$ cat src/rtl/port_regs_pkg.sv
// constants shared by the can-linked port register bank
package port_regs_pkg;
  localparam int unsigned PORT_W = 16;
  localparam int unsigned ADDR_W = 4;
  // register addresses
  localparam logic [3:0] ADDR_INPUT   = 4'h0;
  localparam logic [3:0] ADDR_RISE    = 4'h1;
  localparam logic [3:0] ADDR_FALL    = 4'h2;
  localparam logic [3:0] ADDR_OUT     = 4'h3;
  localparam logic [3:0] ADDR_DRV     = 4'h4;
  localparam logic [3:0] ADDR_ANALOG  = 4'h5;
  localparam logic [3:0] ADDR_SPREAD1 = 4'h6;
  localparam logic [3:0] ADDR_SPREAD2 = 4'h7;
  // analog configuration field positions
  localparam int unsigned SW_LSB   = 5;
  localparam int unsigned MON_LSB  = 8;
  localparam int unsigned CMP_LSB  = 12;
  localparam int unsigned CONV_BIT = 15;
  // pins with special functions
  localparam int unsigned SPREAD1_PIN = 10;
  localparam int unsigned SPREAD2_PIN = 4;
  localparam int unsigned MON1_PIN    = 8;
  localparam int unsigned MON2_PIN    = 9;
  localparam int unsigned MON3_PIN    = 7;
  // reset values and the reserved switch code
  localparam logic [15:0] REG_RESET = 16'h0000;
  localparam logic [2:0]  SW_RESERVED = 3'h7;
  // spread pulse length in internal clock periods
  localparam int unsigned PULSE_CLKS = 4;
  localparam int unsigned SPREAD_W   = 10;
endpackage

$ cat src/rtl/pulse_spread_gen.sv
// distributed pulse modulation generator
`timescale 1ns/100ps
module pulse_spread_gen #(
  parameter int unsigned VAL_W = 10
) (
  input  wire logic             clock,
  input  wire logic             rst_n,
  input  wire logic [VAL_W-1:0] level,
  output logic                  pulse_out
);
  // slot counter and accumulator; one slot is PULSE_CLKS clocks
  logic [1:0]       sub_q;
  logic [VAL_W:0]   acc_q;
  logic             out_q;
  wire              slot_end = (sub_q == 2'(port_regs_pkg::PULSE_CLKS - 1));
  wire  [VAL_W:0]   acc_sum  = {1'b0, acc_q[VAL_W-1:0]} + {1'b0, level};

  // an accumulator overflow marks an evenly spread pulse slot
  always_ff @(posedge clock or negedge rst_n) begin
    if (!rst_n) begin
      sub_q <= 2'h0;
      acc_q <= '0;
      out_q <= 1'b0;
    end else begin
      sub_q <= sub_q + 2'h1;
      if (slot_end) begin
        acc_q <= acc_sum;
        out_q <= acc_sum[VAL_W];
      end
    end
  end

  assign pulse_out = out_q;
endmodule

$ cat src/rtl/can_linked_port_registers.sv
// register bank and port logic of a can-attached remote i/o node
`timescale 1ns/100ps
module can_linked_port_registers #(
  parameter int unsigned PORT_W   = port_regs_pkg::PORT_W,
  parameter int unsigned SPREAD_W = port_regs_pkg::SPREAD_W
) (
  input  wire logic              clock,
  input  wire logic              reset_n,
  // received frame from the protocol engine, checked and valid
  input  wire logic              rx_valid,
  input  wire logic              rx_remote,
  input  wire logic [3:0]        rx_addr,
  input  wire logic [15:0]       rx_data,
  // protocol engine status
  input  wire logic              calib_done,
  input  wire logic              signon_req,
  input  wire logic              ctrl_field_sent,
  input  wire logic              tx_done,
  input  wire logic              conv_done,
  // transmit request towards the protocol engine
  output logic                   tx_req,
  output logic [3:0]             tx_addr,
  output logic [15:0]            tx_data,
  output logic                   conv_start,
  // port pins
  input  wire logic [PORT_W-1:0] pin_in,
  input  wire logic [2:0]        comparator_in,
  output logic [PORT_W-1:0]      pin_out,
  output logic [PORT_W-1:0]      pin_oe,
  output logic [5:0]             switch_closed
);
  // ==========================================================
  // reset release
  logic [1:0] rst_sync_q;
  wire        rst_n = rst_sync_q[1];

  // two-stage release of the asynchronous reset
  always_ff @(posedge clock or negedge reset_n) begin
    if (!reset_n) begin
      rst_sync_q <= 2'b00;
    end else begin
      rst_sync_q <= {rst_sync_q[0], 1'b1};
    end
  end

  // ==========================================================
  // register storage
  logic [PORT_W-1:0] in_q;
  logic [PORT_W-1:0] rise_en_q;
  logic [PORT_W-1:0] fall_en_q;
  logic [PORT_W-1:0] out_val_q;
  logic [PORT_W-1:0] drv_en_q;
  logic [2:0]        sw_sel_q;
  logic [2:0]        mon_en_q;
  logic              conv_q;
  logic [15:0]       spread1_q;
  logic [15:0]       spread2_q;

  // write strobes for data frames only
  wire wr_frame   = rx_valid && !rx_remote;
  wire wr_rise    = wr_frame && (rx_addr == port_regs_pkg::ADDR_RISE);
  wire wr_fall    = wr_frame && (rx_addr == port_regs_pkg::ADDR_FALL);
  wire wr_out     = wr_frame && (rx_addr == port_regs_pkg::ADDR_OUT);
  wire wr_drv     = wr_frame && (rx_addr == port_regs_pkg::ADDR_DRV);
  wire wr_analog  = wr_frame && (rx_addr == port_regs_pkg::ADDR_ANALOG);
  wire wr_spread1 = wr_frame && (rx_addr == port_regs_pkg::ADDR_SPREAD1);
  wire wr_spread2 = wr_frame && (rx_addr == port_regs_pkg::ADDR_SPREAD2);

  // configuration registers; read-only addresses ignore the value bytes
  always_ff @(posedge clock or negedge rst_n) begin
    if (!rst_n) begin
      rise_en_q <= '0;
      fall_en_q <= '0;
      out_val_q <= '0;
      drv_en_q  <= '0;
      sw_sel_q  <= 3'h0;
      mon_en_q  <= 3'h0;
      spread1_q <= port_regs_pkg::REG_RESET;
      spread2_q <= port_regs_pkg::REG_RESET;
    end else begin
      if (wr_rise) rise_en_q <= rx_data[PORT_W-1:0];
      if (wr_fall) fall_en_q <= rx_data[PORT_W-1:0];
      if (wr_out) out_val_q <= rx_data[PORT_W-1:0];
      if (wr_drv) drv_en_q <= rx_data[PORT_W-1:0];
      if (wr_analog) begin
        sw_sel_q <= rx_data[port_regs_pkg::SW_LSB +: 3];
        mon_en_q <= rx_data[port_regs_pkg::MON_LSB +: 3];
      end
      if (wr_spread1) spread1_q <= rx_data;
      if (wr_spread2) spread2_q <= rx_data;
    end
  end

  // conversion start bit clears itself when the result is done
  always_ff @(posedge clock or negedge rst_n) begin
    if (!rst_n) begin
      conv_q <= 1'b0;
    end else if (wr_analog && rx_data[port_regs_pkg::CONV_BIT]) begin
      conv_q <= 1'b1;
    end else if (conv_done) begin
      conv_q <= 1'b0;
    end
  end

  // ==========================================================
  // edge detection and report loading
  logic [PORT_W-1:0] prev_q;
  logic              evt_pend_q;
  logic              evt_armed_q;
  logic              signon_pend_q;
  logic              tx_q;
  wire  [PORT_W-1:0] rise_hit = pin_in & ~prev_q & rise_en_q;
  wire  [PORT_W-1:0] fall_hit = ~pin_in & prev_q & fall_en_q;
  wire               edge_evt = |(rise_hit | fall_hit);
  wire               load_evt = evt_armed_q && !tx_q; // report owns the next slot

  // pending event waits for the control field, then loads the pins
  always_ff @(posedge clock or negedge rst_n) begin
    if (!rst_n) begin
      prev_q      <= '0;
      in_q        <= '0;
      evt_pend_q  <= 1'b0;
      evt_armed_q <= 1'b0;
    end else begin
      prev_q <= pin_in;
      in_q   <= pin_in;
      if (edge_evt) begin
        evt_pend_q <= 1'b1; // new edge wins over retiring load
      end else if (load_evt) begin
        evt_pend_q <= 1'b0;
      end
      if (load_evt) evt_armed_q <= 1'b0;
      else if (evt_pend_q && ctrl_field_sent) evt_armed_q <= 1'b1;
    end
  end

  // ==========================================================
  // answer path
  logic [3:0]  tx_addr_q;
  logic [15:0] tx_data_q;
  logic        answer_pend_q;
  logic [3:0]  answer_addr_q;
  wire  [15:0] analog_rd = {conv_q, comparator_in, 1'b0, mon_en_q, sw_sel_q, 5'h00};

  // register contents as seen by the answer of a frame
  function automatic logic [15:0] read_reg(input logic [3:0] a, input logic [15:0] ana,
                                           input logic [PORT_W-1:0] ins);
    case (a)
      port_regs_pkg::ADDR_INPUT:   read_reg = 16'(ins);
      port_regs_pkg::ADDR_RISE:    read_reg = 16'(rise_en_q);
      port_regs_pkg::ADDR_FALL:    read_reg = 16'(fall_en_q);
      port_regs_pkg::ADDR_OUT:     read_reg = 16'(out_val_q);
      port_regs_pkg::ADDR_DRV:     read_reg = 16'(drv_en_q);
      port_regs_pkg::ADDR_ANALOG:  read_reg = ana;
      port_regs_pkg::ADDR_SPREAD1: read_reg = spread1_q;
      port_regs_pkg::ADDR_SPREAD2: read_reg = spread2_q;
      default:                     read_reg = 16'h0000;
    endcase
  endfunction

  // queued answer address for every received frame
  always_ff @(posedge clock or negedge rst_n) begin
    if (!rst_n) begin
      answer_pend_q <= 1'b0;
      answer_addr_q <= 4'h0;
    end else if (rx_valid) begin
      answer_pend_q <= 1'b1;
      answer_addr_q <= rx_addr;
    end else if (answer_pend_q && !tx_q) begin
      answer_pend_q <= 1'b0;
    end
  end

  // one request at a time; events first and discard a waiting answer; then answers, then sign-on
  wire load_answer = answer_pend_q && !tx_q && !load_evt;
  wire load_signon = signon_pend_q && calib_done && !tx_q && !load_evt && !answer_pend_q;

  // sign-on waits for calibration; cleared only when actually loaded
  always_ff @(posedge clock or negedge rst_n) begin
    if (!rst_n) begin
      signon_pend_q <= 1'b0;
    end else if (signon_req) begin
      signon_pend_q <= 1'b1;
    end else if (load_signon) begin
      signon_pend_q <= 1'b0;
    end
  end

  always_ff @(posedge clock or negedge rst_n) begin
    if (!rst_n) begin
      tx_q      <= 1'b0;
      tx_addr_q <= 4'h0;
      tx_data_q <= 16'h0000;
    end else if (load_evt || load_signon) begin
      tx_q      <= 1'b1;
      tx_addr_q <= port_regs_pkg::ADDR_INPUT;
      tx_data_q <= 16'(pin_in);
    end else if (load_answer) begin
      tx_q      <= 1'b1;
      tx_addr_q <= answer_addr_q;
      tx_data_q <= read_reg(answer_addr_q, analog_rd, pin_in);
    end else if (tx_done) begin
      tx_q <= 1'b0;
    end
  end

  // ==========================================================
  // output pins
  logic              sp1;
  logic              sp2;
  logic [PORT_W-1:0] pin_out_q;
  logic [PORT_W-1:0] pin_oe_q;
  logic [6:0]        sw_q;
  logic              conv_start_q;
  logic [PORT_W-1:0] pin_mux;

  pulse_spread_gen #(.VAL_W(SPREAD_W)) u_spread1 (
    .clock     (clock),
    .rst_n     (rst_n),
    .level     (spread1_q[SPREAD_W-1:0]),
    .pulse_out (sp1)
  );

  pulse_spread_gen #(.VAL_W(SPREAD_W)) u_spread2 (
    .clock     (clock),
    .rst_n     (rst_n),
    .level     (spread2_q[SPREAD_W-1:0]),
    .pulse_out (sp2)
  );

  // per-pin source selection: data, monitors, spread outputs
  always_comb begin
    pin_mux = out_val_q;
    if (mon_en_q[0]) pin_mux[port_regs_pkg::MON1_PIN] = comparator_in[0];
    if (mon_en_q[1]) pin_mux[port_regs_pkg::MON2_PIN] = comparator_in[1];
    if (mon_en_q[2]) pin_mux[port_regs_pkg::MON3_PIN] = comparator_in[2];
    if (|spread1_q) begin
      pin_mux[port_regs_pkg::SPREAD1_PIN] = sp1 ^ out_val_q[port_regs_pkg::SPREAD1_PIN];
    end
    if (|spread2_q) begin
      pin_mux[port_regs_pkg::SPREAD2_PIN] = sp2 ^ out_val_q[port_regs_pkg::SPREAD2_PIN];
    end
  end

  // switch decode: one-hot, none for zero or reserved code
  wire [6:0] sw_dec = (sw_sel_q == port_regs_pkg::SW_RESERVED) ? 7'h00 :
                      (7'h01 << sw_sel_q);

  always_ff @(posedge clock or negedge rst_n) begin
    if (!rst_n) begin
      pin_out_q    <= '0;
      pin_oe_q     <= '0;
      sw_q         <= 7'h00;
      conv_start_q <= 1'b0;
    end else begin
      pin_out_q    <= pin_mux;
      pin_oe_q     <= drv_en_q;
      sw_q         <= sw_dec;
      conv_start_q <= wr_analog && rx_data[port_regs_pkg::CONV_BIT];
    end
  end

  assign tx_req        = tx_q;
  assign tx_addr       = tx_addr_q;
  assign tx_data       = tx_data_q;
  assign pin_out       = pin_out_q;
  assign pin_oe        = pin_oe_q;
  assign switch_closed = sw_q[6:1];
  assign conv_start    = conv_start_q;
endmodule

$ cat config.mk
export PLATFORM = sky130hd
export DESIGN_NAME = can_linked_port_registers
export DESIGN_NICKNAME = d
export VERILOG_FILES = /design/src/rtl/port_regs_pkg.sv /design/src/rtl/pulse_spread_gen.sv /design/src/rtl/can_linked_port_registers.sv
export SDC_FILE = /design/constraint.sdc
export NUM_CORES = 1
export LEC_CHECK = 0
export BUFFER_PORTS_ARGS = -buffer_cell sky130_fd_sc_hd__buf_2
export CAP_MARGIN = 20
export CORE_UTILIZATION = 60
export CTS_BUF_LIST = sky130_fd_sc_hd__clkbuf_16
export CTS_CLUSTER_DIAMETER = 120
export DETAILED_ROUTE_END_ITERATION = 6
export PLACE_DENSITY = 0.8
export SLEW_MARGIN = 25
export SYNTH_ARGS = -nofsm -noshare
export SYNTH_HDL_FRONTEND = slang
export SYNTH_SLANG_ARGS = --single-unit
export TNS_END_PERCENT = 100
$ cat constraint.sdc
create_clock -name clock -period 11.3 [get_ports clock]
set_input_delay 1.695 -clock clock [delete_from_list [all_inputs] [get_ports clock]]
set_output_delay 1.695 -clock clock [all_outputs]
set_load 0.03 [all_outputs]
Word-level counts from Yosys, hierarchy flattened
Index checks and enable logic that the tools add are counted.
Widths: inputs -> output; s select.
Storage, ports and cells
  bits in registers: 216
  input port bits: 48
  logic and storage cells: 117
Operators by class
  add/subtract/negate cells: 4
  equal/unequal tests: 17
  shift operators: 1
  multiplexer cells: 24
  bitwise operators: 9
  reductions and logical operators: 33
Operators with widths (number)
  $pmux 16 s8: 1
  $and 16x16->16: 4
  $reduce_or 16->1: 3
  $eq 4x3->1 const B: 8
  $mux 16: 2
  $not 16->16: 2
  $add 10x10->11: 2
  $mux 1: 18
  $logic_and 1x1->1: 17
  $eq 4x2->1 const B: 4
  $or 16x16->16: 1
  $reduce_bool 2->1: 6
  $eq 4x1->1 const B: 2
  $mux 4: 2
  $mux 7: 1
  $shl 1x3->7 const A: 1
  $add 2x1->2 const B: 2
  $eq 2x2->1 const B: 2
  $logic_not 1->1: 4
  $logic_not 4->1: 1
  $eq 3x3->1 const B: 1
  $reduce_bool 3->1: 1
  $xor 1x1->1: 2
  $logic_or 1x1->1: 1

Longest topological paths before layout
Gate-level depths: netlist (run 1).
  depth in word-level cells: 7
  mapped depth: 8
  mapped depth without buffers: 8

Cells and area by module
From an unflattened synthesis (run 1), not the netlist that was laid out.
Second synthesis, totals
  cells, all modules: 752
  area total of the unflattened synthesis: 9974.6 um^2
By module, submodules not included
  can_linked_port_registers: times used 1, cells each 542, area each 8005.2 um^2
  pulse_spread_gen: times used 2, cells each 105, area each 984.7 um^2

Worst setup path after synthesis (run 1)
OpenSTA, ideal clock, no wires.
  path kind: in2reg
  start: input rx_remote
  end: register spread2_q[10]
  data arrival time: 2.898 ns
  required time: 11.175 ns
  path slack: 8.277 ns
  stages: 6
  buffers on the path: 2
  path through: nand2b_2 -> nor3b_4 -> and3_1 -> buf_4 -> buf_6 -> mux2_2
Between the ends
  cells in the longest elaborated chain, start to end: 3
Ends and longest elaborated chain
  start: declaration: RTL line can_linked_port_registers.sv:11  | input wire logic rx_remote,
  $logic_not 1->1: RTL line can_linked_port_registers.sv:60  | wire wr_frame = rx_valid && !rx_remote;
  $logic_and 1x1->1: RTL line can_linked_port_registers.sv:60
  $logic_and 1x1->1: RTL line can_linked_port_registers.sv:67  | wire wr_spread2 = wr_frame && (rx_addr == port_regs_pkg::ADDR_SPREAD2);
  end signal: assignment: RTL line can_linked_port_registers.sv:79  | spread2_q <= port_regs_pkg::REG_RESET;
  end signal: assignment: RTL line can_linked_port_registers.sv:90  | if (wr_spread2) spread2_q <= rx_data;
  end: declaration: RTL line can_linked_port_registers.sv:57  | logic [15:0] spread2_q;
Every way passes these cells.
A chain may end at the register's enable or synchronous reset.

Worst setup path in the final report (run 1)
Ends and elaborated chain as after synthesis.

==> results of run 1 <==
cell usage in the layout, fill, tap and decap left out, types with 11 or more instances in the layout:
| master | n |
|---|---|
| dfrtp_1 | 214 |
| mux2_2 | 119 |
| buf_2 | 107 |
| nand2_1 | 51 |
| o21ai_0 | 49 |
| a22oi_1 | 25 |
| clkbuf_16 | 23 |
| inv_1 | 22 |
| nand3b_1 | 22 |
| ha_1 | 22 |
| nor2_1 | 18 |
| mux2i_1 | 17 |
| a21oi_1 | 12 |
| nand3_1 | 12 |
| nor4_1 | 11 |
registers in the layout, summed over array words and instances, names as in the netlist, 4 cells and up:
register	count
prev_q	16
drv_en_q	16
u_spread1.acc_q	10
pin_oe	16
tx_addr	4
fall_en_q	16
spread1_q	16
answer_addr_q	4
spread2_q	16
rise_en_q	16
out_val_q	16
u_spread2.acc_q	10
sw_q	6
pin_out	16
tx_data	16
metrics by stage:
step,utilization,instances,cell area (um^2),hold slack (ns)
3_3_place_gp,0.6582,1081,10460,0.3453
2_1_floorplan,-,782,9756,0.3312
3_5_place_dp,0.6582,1081,10460,0.3395
5_1_grt,0.7006,1119,11130,0.3670
4_1_cts,0.7001,1119,11120,0.3634
6_report,0.7006,1119,11130,0.3450
area by class of cell:
class | count | area share
sequential | 215 | 0.4838
multi-input combinational | 520 | 0.3736
timing repair buffer | 113 | 0.05284
clock buffer | 23 | 0.05171
tap | 216 | 0.02428
clock inverter | 15 | 0.008094
inverter | 17 | 0.005734
layer usage:
layer	vias up	GRT usage	routed length (um)
li1	3124	-	-
met3	79	0.06647	2083
met2	390	0.5016	11790
met1	3617	0.4179	10220
met5	-	0	0
met4	0	0.1361	1121
power by group:
group | total (mW) | switching (mW) | internal, mW
clock network | 0.681 | 0.292 | 0.388
logic | 0.778 | 0.460 | 0.318
registers | 1.09 | 0.143 | 0.947
path summary, 6_finish.rpt:
check / start / endpoint / slack [ns] / depth (start not counted)
min reg2reg: rst_sync_q[1] / out_val_q[0] / 0.35 / 0
max in group asynchronous: rst_sync_q[1] / pin_out[9] / 9.80 / 1
max: rx_remote / spread2_q[10] / 8.29 / 5
min: rst_sync_q[1] / out_val_q[0] / 0.35 / 0
max reg2reg: answer_addr_q[0] / tx_data[4] / 8.76 / 6
min in group clock: rst_sync_q[0] / rst_sync_q[1] / 0.36 / 0
worst max-delay path, stage by stage:
cell      delay, ns
buf_2          0.10
nand2b_2       0.20
nor3b_4        0.26
and3_1         0.72
mux2_2         0.42
cell families after synthesis:
group | synth area share
AND/OR/NAND/NOR | 0.1043
flip-flops | 0.5515
multiplexers | 0.1687
other | 0.0003844
AO/OA/AOI/OAI | 0.1134
XOR/XNOR | 0.007183
buffers and inverters | 0.02232
adder cells (fa/ha/maj) | 0.03232
==> reports/qor.txt, run 1 <==
Crit path launch type: primary input
Register Area: 5384 um^2
Num rows: 46
Syn Inst Count: 782
Routed len/inst: 22.54 um
Setup tns final: 0 ns
GR Overflow Total: 0
Synth area leader: dfrtp_1
Sequential area share after synthesis: 0.5515
Antenna viol nets, final: 0
Max Clock Skew: 0.02322 ns
CP Capture Type: flop
Crit Path Class: primary input to flop
Most used DFF post-synth: dfrtp_1
Dpl ws: 7.790 ns
Setup-failing EPs final: 0
Yosys Warn Count: 0
First-pass GRT wire length: 39710 um
Drt pass-1 iters: 7
Least-Margin Pin Slew: 0.9568 ns
Post-Syn Area per Cell: 12.48 um^2
Tot Pwr: 2.548 mW
Die area: 16770 um^2
RSZ-0062 raised after global routing: false
CTS tree: built
Synth async-reset ratio: 1.000
CTS Sinks: 215
Port Buf Inserts: 107
Post-synth EDFFs: 0
# diodes: 0
Post-DP HPWL: 17570 um
Core ar.: 15890 um^2
Multi-input logic area: 4158 um^2
VDD IR max: 0.1872 mV
Post-CTS Hold Fix Bufs: 0
Synth cell count leaders: 215 x dfrtp_1, 119 x mux2_2, 51 x nand2_1
Worst-case clock buffer depth: 3
Req. time, crit path: 11.68 ns
Minimum clock period: 3.007 ns
Die Span X: 129.5 um
CTS root buf: clkbuf_16
Arrival @ worst endpoint: 3.39 ns
Yosys top cell area share: 0.5515
Flops & latches, synth: 215
Clock-pin slew on the worst setup and hold paths: 0.06 ns
Vias/cell: 6.443
Resize count post-CTS: 0
Final Hold Fails: 0
Final RePlAce weighted congestion: 0.9188
Min-delay worst type: flop to asynchronous set/reset pin
Crit-path max FO: 17
Count of unique library cells instantiated by Yosys: 60
Max Slew Vio Count: 0
Routed WL: 25220 um
H-Tree Depth: 1
Iter 0 DRT Violations: 692
Pleak: 5.185 nW
Layout area overhead: 14.08%
Top cells by area, synth: dfrtp_1 55%, mux2_2 14%, ha_1 2.8%
Initial Util: 0.6141
Cell area power density: 229.0 nW/um^2
Pin count of the biggest net entering global routing: 86
Final net count: 962
Filler instances: 1132
Chip height: 129.5 um
GRT Util Overall: 0.3139
Final WS setup: 8.293 ns
Total number of vias: 7210
Clock Latency Late Sink: 0.52 ns
Fmax: 332.6 MHz
Syn_nets: 854
Share of cells above drive strength 1: 0.3034
Status: finished, final reports clean
Most frequent cell after synthesis: dfrtp_1
Vias in the first global route: 7374
Max-Slew Margin vs Limit: 0.3608
Max Cap Violations: 0
Drt drc: 0
Setup Buffers After CTS: 0
Fin crit share: 0.2661
CTS Buf Count: 23
Number of top-level design ports: 108
Antenna violations before repair: 0
Mapped Area: 9756 um^2
(Power assumes the default switching activity.)
==> run 2, diff against run 1 <==
Settings changed: CORE_UTILIZATION 60 to 53, PLACE_DENSITY 0.8 to 0.75.
Clock period 11.3 ns to 2.6 ns, I/O delays scaled along.
==> run 2 against run 1 <==
- first-iteration DRC count decreased by 5.3%
- worst setup slack worse by 7.8 ns
- power rose to 4.5 times the previous value
- die area up 13%
- combinational power rose to 4.3 times the previous value
- hold slack got worse by 0.31 ns
- routed wire length grew 0.67%
- highest routed layer unchanged
- clock power rose to 5.0 times the previous value
- clock skew is 0.0020 ns lower
- design area grew 2.6%
==> reports/qor.txt, run 2 (same netlist as run 1, synthesis figures left out) <==
Status: finished, final reports clean
Final Hold Fails: 0 (unchanged)
Worst hold margin: 0.03244 ns (-0.3126 ns)
GRT Util Overall: 0.2767 (-0.03715)
Worst-case clock buffer depth: 3 (unchanged)
Fmax: 470.2 MHz
Drt drc: 0 (unchanged)
Arrival @ worst endpoint: 2.51 ns (-0.88 ns)
Clock-pin slew on the worst setup and hold paths: 0.06 ns (about the same)
Commonest cells after routing, fill and taps aside: 214 x dfrtp_1, 119 x mux2_2, 107 x buf_2
Routed WL: 25390 um (+0.67%)
Setup tns final: 0 ns (unchanged)
CTS Sinks: 215 (unchanged)
Cells after DPL: 1106 (+2.3%)
Setup Buffers After CTS: 0 (unchanged)
Iter 0 DRT Violations: 655 (-5.3%)
Post-DP HPWL: 18080 um (+2.9%)
GR peak layer: met2
Max Slew Vio Count: 0 (unchanged)
Crit path launch type: flop
CTS root buf: clkbuf_16
VDD IR max: 0.6389 mV (+240%)
Minimum clock period: 2.127 ns
Die area: 18950 um^2 (+13%)
Final net count: 976 (+1.5%)
Antenna viol nets, final: 0 (unchanged)
Port Buf Inserts: 107 (unchanged)
Core ar.: 18020 um^2 (+13%)
Routed len/inst: 22.04 um (-2.2%)
Cell area power density: 1011 nW/um^2 (+340%)
Most common cell after layout, fill and taps aside: dfrtp_1
Initial Util: 0.5412 (-0.07290)
Die Span X: 137.7 um (+6.3%)
RSZ-0062 raised after global routing: false
Max-Slew Margin vs Limit: 0.4073 (+0.04649)
Fin cells: 1152 (+2.9%)
Crit-path max FO: 4 (-13)
First-pass GRT wire length: 39160 um (-1.4%)
Drt pass-1 iters: 5 (-2)
Fin crit share: 0.8180
Crit Path Class: flop to flop
Chip height: 137.7 um (+6.3%)
Pin count of the biggest net entering global routing: 75 (-13%)
H-Tree Depth: 1 (unchanged)
Final RePlAce weighted congestion: 0.9137 (-0.56%)
Max Cap Violations: 0 (unchanged)
Setup-failing EPs final: 0 (unchanged)
Number of top-level design ports: 108 (unchanged)
Least-Margin Pin Slew: 0.8872 ns (-0.06960 ns)
Met2 GRT Util: 0.4503 (-0.05127)
Share of cells above drive strength 1: 0.3221 (+0.01869)
Met3 usage: 0.05004 (-0.01644)
Req. time, crit path: 2.99 ns (-8.69 ns)
GR Overflow Total: 0 (unchanged)
Antenna violations before repair: 0 (unchanged)
CP Capture Type: flop
CTS Buf Count: 24 (+4.3%)
Pleak: 5.311 nW (+2.4%)
CTS tree: built
Vias/cell: 6.154 (-4.5%)
Clock Latency Late Sink: 0.52 ns (about the same)
Layout area overhead: 17.03%
Routing usage on met1: 0.3807 (-0.03726)
Total number of vias: 7089 (-1.7%)
Max Clock Skew: 0.02121 ns (-0.002012 ns)
Vias in the first global route: 6921 (-6.1%)
Min-delay worst type: primary input to flop
Num rows: 49 (+6.5%)
[run 2: path summary, 6_finish.rpt]
| kind | startpoint | endpoint | slack (ns) | cells past startpoint |
|---|---|---|---|---|
| min in group asynchronous | rst_sync_q[1] | sw_q[4] | 0.18 | 0 |
| min | pin_in[10] | prev_q[10] | 0.03 | 1 |
| max in group asynchronous | rst_sync_q[1] | answer_pend_q | 1.52 | 1 |
| max reg2reg | spread2_q[1] | u_spread2.acc_q[7] | 0.47 | 6 |
| max | spread2_q[1] | u_spread2.acc_q[7] | 0.47 | 6 |
| min reg2reg | rst_sync_q[1] | sw_q[4] | 0.18 | 0 |
[run 2: power breakdown]
group | internal (mW) | switching (mW) | total [mW]
sequential | 4.11 | 0.636 | 4.75
clock | 2.05 | 1.36 | 3.41
combinational | 1.41 | 1.97 | 3.38
total | 7.58 | 3.96 | 11.5
[run 2: per-stage QoR]
stage          instance area [um^2]  total power, mW  setup slack (ns)  utilization
2_1_floorplan                  9759            7.059            0.4172            -
3_3_place_gp                  10600            8.034            0.5732       0.5881
3_5_place_dp                  10600            8.137            0.5187       0.5881
4_1_cts                       11410            11.57            0.4918       0.6333
5_1_grt                       11410            12.12            0.3594       0.6333
6_report                      11420            11.54            0.4733       0.6334
[run 2: metal layers]
| layer | part of all wire | vias up |
|---|---|---|
| li1 | - | 3161 |
| met1 | 0.43 | 3588 |
| met2 | 0.48 | 296 |
| met3 | 0.072 | 44 |
| met4 | 0.020 | 0 |
| met5 | 0 | - |
[run 2: repair_timing]
| item | in CTS | in global routing |
|---|---|---|
| resized for setup | 0 | 0 |
| hold endpoints to repair | 2 | 0 |
| hold buffers | 1 | 0 |
[run 2: final cells by class]
type	count	area (um^2)
flip-flops and latches	215	5384
multi-input cells	520	4158
diodes	1	2.502
clock inverters	19	178.9
clock buffers	25	625.6
well taps	229	286.5
repair buffers	126	718.2
fillers	1392	6608
inverters	17	63.81
[run 2: worst max-delay path, stage by stage (launching register included)]
cell and delay (ns):
dfrtp_1 0.44, ha_1 0.34, a211oi_1 0.44, o21ai_0 0.23, a31oi_1 0.24, xnor2_1 0.08, mux2_2 0.25
